===== src/core/etc_pkg.sv =====
package etc_pkg;

  // register byte offsets
  localparam logic [7:0] COUNT_OFFSET = 8'h00;
  localparam logic [7:0] OPTION_OFFSET = 8'h04;
  localparam logic [7:0] INTCTL_OFFSET = 8'h08;
  localparam logic [7:0] STATUS_OFFSET = 8'h0C;
  localparam logic [7:0] MASK_OFFSET = 8'h10;

  // values after reset
  localparam logic [7:0] COUNT_RESET = 8'h00;
  localparam logic [7:0] OPTION_RESET = 8'hFF;
  localparam logic [7:0] INTCTL_RESET = 8'h00;
  localparam logic [7:0] STATUS_RESET = 8'h00;
  localparam logic [7:0] MASK_RESET = 8'h00;

  // interrupt_control field positions
  localparam int IRQ_ENABLE_BIT = 5;
  localparam int OVF_FLAG_BIT = 2;

  // status and mask field positions
  localparam int EVT_OVERFLOW_BIT = 0;
  localparam int EVT_EXT_EDGE_BIT = 1;

  // cycle phases, write inhibit length and count top
  localparam logic [1:0] PHASE_Q1 = 2'h0;
  localparam logic [1:0] PHASE_Q2 = 2'h1;
  localparam logic [1:0] PHASE_Q4 = 2'h3;
  localparam logic [1:0] WRITE_INHIBIT_CYCLES = 2'h2;
  localparam logic [7:0] COUNT_TOP = 8'hFF;

  // option_config layout
  typedef struct packed {
    logic [1:0] spare;
    logic clock_select;
    logic edge_select;
    logic prescaler_assign;
    logic [2:0] prescale_ratio;
  } etc_option_type;

  // apb request bundle
  typedef struct packed {
    logic sel;
    logic enable;
    logic write;
    logic [7:0] addr;
    logic [31:0] wdata;
  } etc_apb_req_type;

endpackage


===== src/core/etc_timer.sv =====
`timescale 1ns/100ps

// What this block does
// - in timer mode without the prescaler the count advances once per instruction cycle.
// - a software write to the count holds off counting for two instruction cycles.
// - in counter mode the count advances on the chosen edge of the external input.
// - clock_select at one picks counter mode fed by the external input.
// - the one prescaler serves the timer when prescaler_assign is zero, else the watchdog.
// - with the prescaler on the timer, prescale_ratio picks one of eight ratios from 1:2 to 1:256.
// - a 1:1 rate comes only from giving the prescaler to the watchdog.
// - the prescaler is hidden from software and a count write clears it while it serves the timer.
// - every roll from FFh to 00h sets overflow_flag whatever the enable.
// - only a software write clears overflow_flag.
// - a timer interrupt is requested while overflow_flag and overflow_irq_enable are both set.
// - in counter mode the prescaled input is taken into the count only on the Q2 and Q4 phases.
// - during sleep counting stops and the count keeps its value.
module etc_timer #(
  parameter int PRESCALE_WIDTH = 8
) (
  // apb clock and reset
  input wire logic pclk,
  input wire logic presetn,
  // apb slave
  input wire logic psel,
  input wire logic penable,
  input wire logic pwrite,
  input wire logic [7:0] paddr,
  input wire logic [31:0] pwdata,
  output logic [31:0] prdata,
  output logic pready,
  output logic pslverr,
  // external count pin
  input wire logic external_count_input,
  // processor state
  input wire logic sleep_mode,
  // watchdog side
  input wire logic watchdog_tick,
  input wire logic watchdog_clear,
  output logic watchdog_event,
  // interrupts
  output logic timer_irq,
  output logic irq
);

  etc_pkg::etc_apb_req_type req;
  etc_pkg::etc_option_type option_config;
  logic [7:0] count_register;
  logic [7:0] interrupt_control;
  logic [7:0] irq_status;
  logic [7:0] irq_mask;
  logic [1:0] phase;
  logic [1:0] inhibit;
  logic pending;

  // bus decode
  wire setup_phase;
  wire access_phase;
  wire wr_access;
  wire rd_access;
  wire hit_count;
  wire hit_option;
  wire hit_intctl;
  wire hit_status;
  wire hit_mask;
  wire mapped;
  wire count_write;
  wire [7:0] read_mux;

  assign req = '{sel: psel, enable: penable, write: pwrite, addr: paddr,
                 wdata: pwdata};
  assign setup_phase = req.sel & ~req.enable;
  assign access_phase = req.sel & req.enable & pready;
  assign wr_access = access_phase & req.write;
  assign rd_access = access_phase & ~req.write;
  assign hit_count = req.addr == etc_pkg::COUNT_OFFSET;
  assign hit_option = req.addr == etc_pkg::OPTION_OFFSET;
  assign hit_intctl = req.addr == etc_pkg::INTCTL_OFFSET;
  assign hit_status = req.addr == etc_pkg::STATUS_OFFSET;
  assign hit_mask = req.addr == etc_pkg::MASK_OFFSET;
  assign mapped = hit_count | hit_option | hit_intctl | hit_status | hit_mask;
  assign count_write = wr_access & hit_count;

  assign read_mux = hit_count ? count_register :
                    hit_option ? option_config :
                    hit_intctl ? interrupt_control :
                    hit_status ? irq_status :
                    hit_mask ? irq_mask : 8'h00;

  // instruction cycle phases
  wire q2;
  wire q4;
  wire inst_tick;

  assign q2 = phase == etc_pkg::PHASE_Q2;
  assign q4 = phase == etc_pkg::PHASE_Q4;
  assign inst_tick = q4;

  // event routing
  wire ext_edge;
  wire to_timer;
  wire src_event;
  wire psc_in;
  wire psc_clear;
  wire psc_out;
  wire timer_event;
  wire apply;
  wire step;
  wire overflow;

  etc_edge_sync u_edge (
    .pclk(pclk),
    .presetn(presetn),
    .pin(external_count_input),
    .falling(option_config.edge_select),
    .edge_seen(ext_edge)
  );

  assign to_timer = ~option_config.prescaler_assign;
  assign src_event = option_config.clock_select ? ext_edge : inst_tick;
  assign psc_in = ~sleep_mode & (to_timer ? src_event : watchdog_tick);
  assign psc_clear = to_timer ? count_write : watchdog_clear;

  etc_prescaler #(
    .WIDTH(PRESCALE_WIDTH)
  ) u_prescaler (
    .pclk(pclk),
    .presetn(presetn),
    .clear(psc_clear),
    .event_in(psc_in),
    .ratio(option_config.prescale_ratio),
    .event_out(psc_out)
  );

  // undivided path when the prescaler serves the watchdog
  assign timer_event = ~sleep_mode & (to_timer ? psc_out : src_event);

  // counter mode waits for a q2 or q4 sample
  assign apply = option_config.clock_select ? (pending & (q2 | q4)) :
                 timer_event;
  assign step = apply & ~sleep_mode & (inhibit == 2'h0) & ~count_write;
  assign overflow = step & (count_register == etc_pkg::COUNT_TOP);

  // next values
  logic [7:0] next_count;
  logic [7:0] next_intctl;
  logic [7:0] next_status;
  logic [1:0] next_inhibit;
  logic next_pending;
  logic [7:0] events;

  assign events = {6'h00, ext_edge & option_config.clock_select, overflow};

  always_comb
  begin
    next_count = count_register;
    if (count_write)
      next_count = pwdata[7:0];
    else if (step)
      next_count = count_register + 8'h01;
  end

  always_comb
  begin
    next_inhibit = inhibit;
    if (count_write)
      next_inhibit = etc_pkg::WRITE_INHIBIT_CYCLES;
    else if (inst_tick && inhibit != 2'h0)
      next_inhibit = inhibit - 2'h1;
  end

  always_comb
  begin
    next_pending = pending;
    if (count_write)
      next_pending = 1'b0;
    else if (option_config.clock_select && timer_event)
      next_pending = 1'b1;
    else if (step)
      next_pending = 1'b0;
  end

  always_comb
  begin
    next_intctl = interrupt_control;
    if (wr_access && hit_intctl)
      next_intctl = pwdata[7:0];
    if (overflow)
      next_intctl[etc_pkg::OVF_FLAG_BIT] = 1'b1;
  end

  always_comb
  begin
    next_status = irq_status;
    if (rd_access && hit_status)
      next_status = 8'h00;
    next_status = next_status | events;
  end

  // phase counter
  always_ff @(posedge pclk or negedge presetn)
  begin
    if (!presetn)
      phase <= etc_pkg::PHASE_Q1;
    else
      phase <= phase + 2'h1;
  end

  // timer state
  always_ff @(posedge pclk or negedge presetn)
  begin
    if (!presetn)
    begin
      count_register <= etc_pkg::COUNT_RESET;
      inhibit <= 2'h0;
      pending <= 1'b0;
    end
    else
    begin
      count_register <= next_count;
      inhibit <= next_inhibit;
      pending <= next_pending;
    end
  end

  // software registers
  always_ff @(posedge pclk or negedge presetn)
  begin
    if (!presetn)
    begin
      option_config <= etc_pkg::OPTION_RESET;
      interrupt_control <= etc_pkg::INTCTL_RESET;
      irq_status <= etc_pkg::STATUS_RESET;
      irq_mask <= etc_pkg::MASK_RESET;
    end
    else
    begin
      if (wr_access && hit_option)
        option_config <= pwdata[7:0];
      if (wr_access && hit_mask)
        irq_mask <= pwdata[7:0];
      interrupt_control <= next_intctl;
      irq_status <= next_status;
    end
  end

  // apb answer, one access cycle
  always_ff @(posedge pclk or negedge presetn)
  begin
    if (!presetn)
    begin
      prdata <= 32'h0000_0000;
      pready <= 1'b0;
      pslverr <= 1'b0;
    end
    else
    begin
      pready <= setup_phase;
      pslverr <= setup_phase & ~mapped;
      prdata <= {24'h000000, read_mux};
    end
  end

  // outputs
  always_ff @(posedge pclk or negedge presetn)
  begin
    if (!presetn)
    begin
      timer_irq <= 1'b0;
      irq <= 1'b0;
      watchdog_event <= 1'b0;
    end
    else
    begin
      timer_irq <= next_intctl[etc_pkg::OVF_FLAG_BIT] &
                   next_intctl[etc_pkg::IRQ_ENABLE_BIT];
      irq <= |(next_status & irq_mask);
      watchdog_event <= to_timer ? watchdog_tick : psc_out;
    end
  end

endmodule


===== src/core/etc_prescaler.sv =====
`timescale 1ns/100ps

module etc_prescaler #(
  parameter int WIDTH = 8
) (
  // clock and reset
  input wire logic pclk,
  input wire logic presetn,
  // control
  input wire logic clear,
  input wire logic event_in,
  input wire logic [2:0] ratio,
  // divided event
  output logic event_out
);

  logic [WIDTH-1:0] count;
  logic [WIDTH-1:0] next_count;
  wire [WIDTH-1:0] tap_mask;
  wire tap_full;

  // ratio 0 divides by 2, ratio 7 by 256
  assign tap_mask = WIDTH'((32'h2 << ratio) - 32'h1);
  assign tap_full = (count & tap_mask) == tap_mask;
  assign event_out = event_in & tap_full;

  always_comb
  begin
    next_count = count;
    if (clear)
      next_count = '0;
    else if (event_in)
      next_count = count + WIDTH'(1);
  end

  always_ff @(posedge pclk or negedge presetn)
  begin
    if (!presetn)
      count <= '0;
    else
      count <= next_count;
  end

endmodule


===== src/core/etc_edge_sync.sv =====
`timescale 1ns/100ps

module etc_edge_sync (
  // clock and reset
  input wire logic pclk,
  input wire logic presetn,
  // pin and polarity
  input wire logic pin,
  input wire logic falling,
  // one-cycle edge pulse
  output logic edge_seen
);

  logic meta;
  logic stable;
  logic last;

  always_ff @(posedge pclk or negedge presetn)
  begin
    if (!presetn)
    begin
      meta <= 1'b0;
      stable <= 1'b0;
      last <= 1'b0;
    end
    else
    begin
      meta <= pin;
      stable <= meta;
      last <= stable;
    end
  end

  assign edge_seen = falling ? (last & ~stable) : (stable & ~last);

endmodule


===== config.mk =====
export PLATFORM = sky130hd
export DESIGN_NAME = etc_timer
export DESIGN_NICKNAME = d
export VERILOG_FILES = /design/src/core/etc_pkg.sv /design/src/core/etc_timer.sv /design/src/core/etc_prescaler.sv /design/src/core/etc_edge_sync.sv
export SDC_FILE = /design/constraint.sdc
export NUM_CORES = 1
export LEC_CHECK = 0
export BUFFER_PORTS_ARGS = -buffer_cell sky130_fd_sc_hd__buf_4
export CORE_MARGIN = 2
export CORE_UTILIZATION = 58
export DETAILED_ROUTE_END_ITERATION = 10
export PLACE_DENSITY = 0.86
export SLEW_MARGIN = 30
export SYNTH_ARGS = -nofsm -noshare
export SYNTH_HDL_FRONTEND = slang
export SYNTH_SLANG_ARGS = --single-unit

===== constraint.sdc =====
create_clock -name pclk -period 5 [get_ports pclk]
set_clock_uncertainty 0.2 [all_clocks]
set_input_delay 0.75 -clock pclk [delete_from_list [all_inputs] [get_ports pclk]]
set_output_delay 0.75 -clock pclk [all_outputs]
set_load 0.1 [all_outputs]

==> metrics <==
asr flop ratio synth=100%; Hold Buf Count CTS=0; initial DRC count=220; Max-cap violations=0; ANT nets after route=0; most common cell after layout, fill and taps aside=dfrtp_1; Seq cells post-synth=69; Max IR drop VDD=0.208 mV; Slew @ Worst Pin=0.824 ns; syn_area_per_cell=10.1 µm²; Post-CTS Setup Bufs=0; row cnt=28; Worst Setup Slack, final=2.47 ns; RSZ-0062 raised after global routing=no; largest net degree at the start of global routing=70; CTS H-Tree Depth=3; Post-synth EDFFs=0; Crit path top cell by count=or3_1; fin cells=466; endpoints failing setup=0; yosys warns=0; Sw Share=31.0%; critical path endpoint category=flip-flop; hold_sp=u_edge.meta$_DFF_PN0_; clk root buf=clkbuf_8; drc violations=0; fin nets=440; top_reg_cell synth=dfrtp_1; Net Sw Power=418 µW; Pwr Total=1.35 mW; fillers=roughly 450; placed cells=450; DR vias/cell=5.72; crit-path leading delay family=simple AND/OR/NAND/NOR gates; ratio of cells with drive above 1 in the final layout=22.5%; Inserted Diodes=0; first-pass GRT wire length=between 10,000 and 15,000 µm; worst hold path class=flip-flop to flip-flop; leakage=1.91 nW; Reg area=between 1500 and 2000 µm²; area delta synth->final=11.4%; Die Wd=82.3 µm; Int Pwr=932 µW; required time of the critical path=5.07 ns; CTS Buf Count=9; TritonCTS clock tree=done; WHS Path Cells=0; Max Clk Rate=0.395 GHz; antenna violations before repair=0; Pre-Repair DR Iteration Count=4; critical register-to-register path startpoint=phase[0]$_DFF_PN0_; most frequent cells in the layout=dfrtp_1, buf_4, nand2_1, a21oi_1; DRT Wirelength=roughly 7400 µm; core area=5920 µm²; Boundary Pins=86; Setup TNS=0 ns; slowest cell on the critical path=nand2b_1; relative slew slack=45.1%; Multi-input gate area=1560 µm²; Gate power share=18.5%; CP bufs+invs=1; Hold Slack=0.150 ns; Clock Tree Buf Depth=2; grt total ovfl=0; startpoint types=primary input; CP Class=primary input to flip-flop; number of global-route vias before repair=2,558; PwrDens=roughly 340 nW/µm²; reg-to-reg endpoint=irq_status[0]$_DFF_PN0_; crit path cell chain=buf_4 -> or3_1 -> nand2b_1 -> nand3_1 -> or3_1 -> o21ai_0; Clk pin slew, worst setup/hold paths=0.07 ns; total number of vias=2,666; Netlist cell types=55; Synth Instances=354; WP data arrival=2.60 ns; Place WS=2.14 ns; Final Hold Vio Count=0; GRT Total Usage=a little under a quarter; # resized after CTS=0; post-synthesis cell area=3560 µm²; CP Max Fanout=19; DIE AREA=6780 µm²; CP max stage delay=between 0.5 and 0.6 ns; FF-to-FF path depth=7; Post-DP HPWL=5280 µm; DR WL/cell=15.8 µm; minimum clock period=2.53 ns; RePlAce Congestion=roughly 0.9; status=complete, no violations; sequential area share after synthesis=between 40% and 50%; Initial Util=between 60% and 70%; Period Utilization, post-route=50.7%; worst reg2reg setup slack=2.55 ns; Clock power frac=35.1%; Pins Over Slew Limit=0; die height=~80 µm; Hold EP=u_edge.stable$_DFF_PN0_; sequential power share=46.4%; worst skew pair latency=0.36 ns; PortBufs=37; CTS sink cnt=69
==> worst max-delay path by stage <==
stage | start | endpoint | slack, ns | cells past startpoint
floorplan | pready$_DFF_PN0_ | timer_irq$_DFF_PN0_ | 2.35 | 6
global placement | paddr[4] | irq$_DFF_PN0_ | 2.22 | 6
detailed placement | paddr[4] | irq$_DFF_PN0_ | 2.14 | 6
CTS | paddr[4] | irq$_DFF_PN0_ | 2.48 | 6
global route | paddr[4] | irq$_DFF_PN0_ | 2.31 | 6
finish | paddr[4] | irq$_DFF_PN0_ | 2.47 | 6
==> logic make-up (layout without fill, tap and decap cells) <==
| family | after synthesis | in the layout | synth area share [%] |
|---|---|---|---|
| AND/OR/NAND/NOR | 105 | 105 | 16.2 |
| AO/OA/AOI/OAI | 86 | 86 | 16.0 |
| flip-flops | 69 | 69 | 48.8 |
| buffers and inverters | 62 | 76 | 9.70 |
| multiplexers | 17 | 17 | 5.20 |
| XOR/XNOR | 9 | 9 | 2.22 |
| adder cells (fa/ha/maj) | 5 | 5 | 1.76 |
| other | 1 | 24 | 0.105 |
==> power by group through the flow <==
| stage | Combinational (mW) | Sequential, mW | Clock [mW] |
|---|---|---|---|
| 5_1_grt | 0.273 | 0.630 | 0.500 |
| 4_1_cts | 0.251 | 0.625 | 0.477 |
| 2_1_floorplan | 0.203 | 0.635 | 0 |
| 3_3_place_gp | 0.240 | 0.634 | 0 |
| 6_report | 0.250 | 0.626 | 0.474 |
| 3_5_place_dp | 0.250 | 0.635 | 0 |
==> layout make-up <==
| type | count | share of cell area, % |
|---|---|---|
| repair buffers | 37 | 7.01 |
| clock buffers | 15 | 4.45 |
| well taps | 75 | 2.37 |
| inverters | 23 | 2.18 |
| flip-flops and latches | 69 | 43.8 |
| multi-input cells | 246 | 39.4 |
| clock inverters | 1 | 0.758 |
==> layer usage <==
layer	wire (µm)	vias to the layer above	share of wire [%]	track usage [%]
li1	-	1243	-	-
met1	3030	1313	41	30.5
met2	3730	92	51	39.4
met3	496	18	6.7	7.50
met4	115	0	1.6	6.33
met5	0	-	0	0
==> metrics by stage <==
| step | cell area [µm²] | util [%] |
|---|---|---|
| finish | 3960 | 66.9 |
| global route | 3960 | 66.9 |
| CTS | 3960 | 66.9 |
| detailed placement | 3760 | 63.5 |
| global placement | 3760 | 63.5 |
| floorplan | 3640 | - |
==> registers in the layout (all words and copies together), names as in the netlist <==
name,cells
count_register,8
irq_mask,8
u_prescaler.count,8
u_edge.stable,1
pready,1
irq,1
interrupt_control,8
u_edge.last,1
phase,2
irq_status,8
pslverr,1
prdata,8
pending,1
option_config,8
u_edge.meta,1
timer_irq,1
inhibit,2
watchdog_event,1
==> cells in the mapped netlist, types with 2 or more instances <==
cell      number  area share (%)
nor2b_1       10             1.8
nor2_1        20             2.1
a21boi_0       4            0.84
o21ai_0       24             3.4
o221a_2        7             2.2
and3b_1        2            0.49
nand4_1        6             1.1
and2_1         2            0.35
inv_1         23             2.4
xnor2_1        2            0.49
nand2b_1       3            0.53
a22oi_1        7             1.5
nor4_4         2             1.2
ha_1           5             1.8
a311oi_1       2            0.49
nand3_1        2            0.28
a21oi_1       25             3.5
mux2i_1        5             1.4
mux2_2        11             3.5
nand2_1       35             3.7
buf_4         26             5.5
or2_2          2            0.35
a31oi_1        4            0.70
buf_2          5            0.70
dfrtp_1       61              43
or3_1          5            0.88
dfstp_2        8             5.9
clkbuf_1       6            0.63
and3_1         7             1.2
nor3_2         2            0.56
xor2_1         7             1.7
No activity file was read; power rests on OpenSTA's default activity.
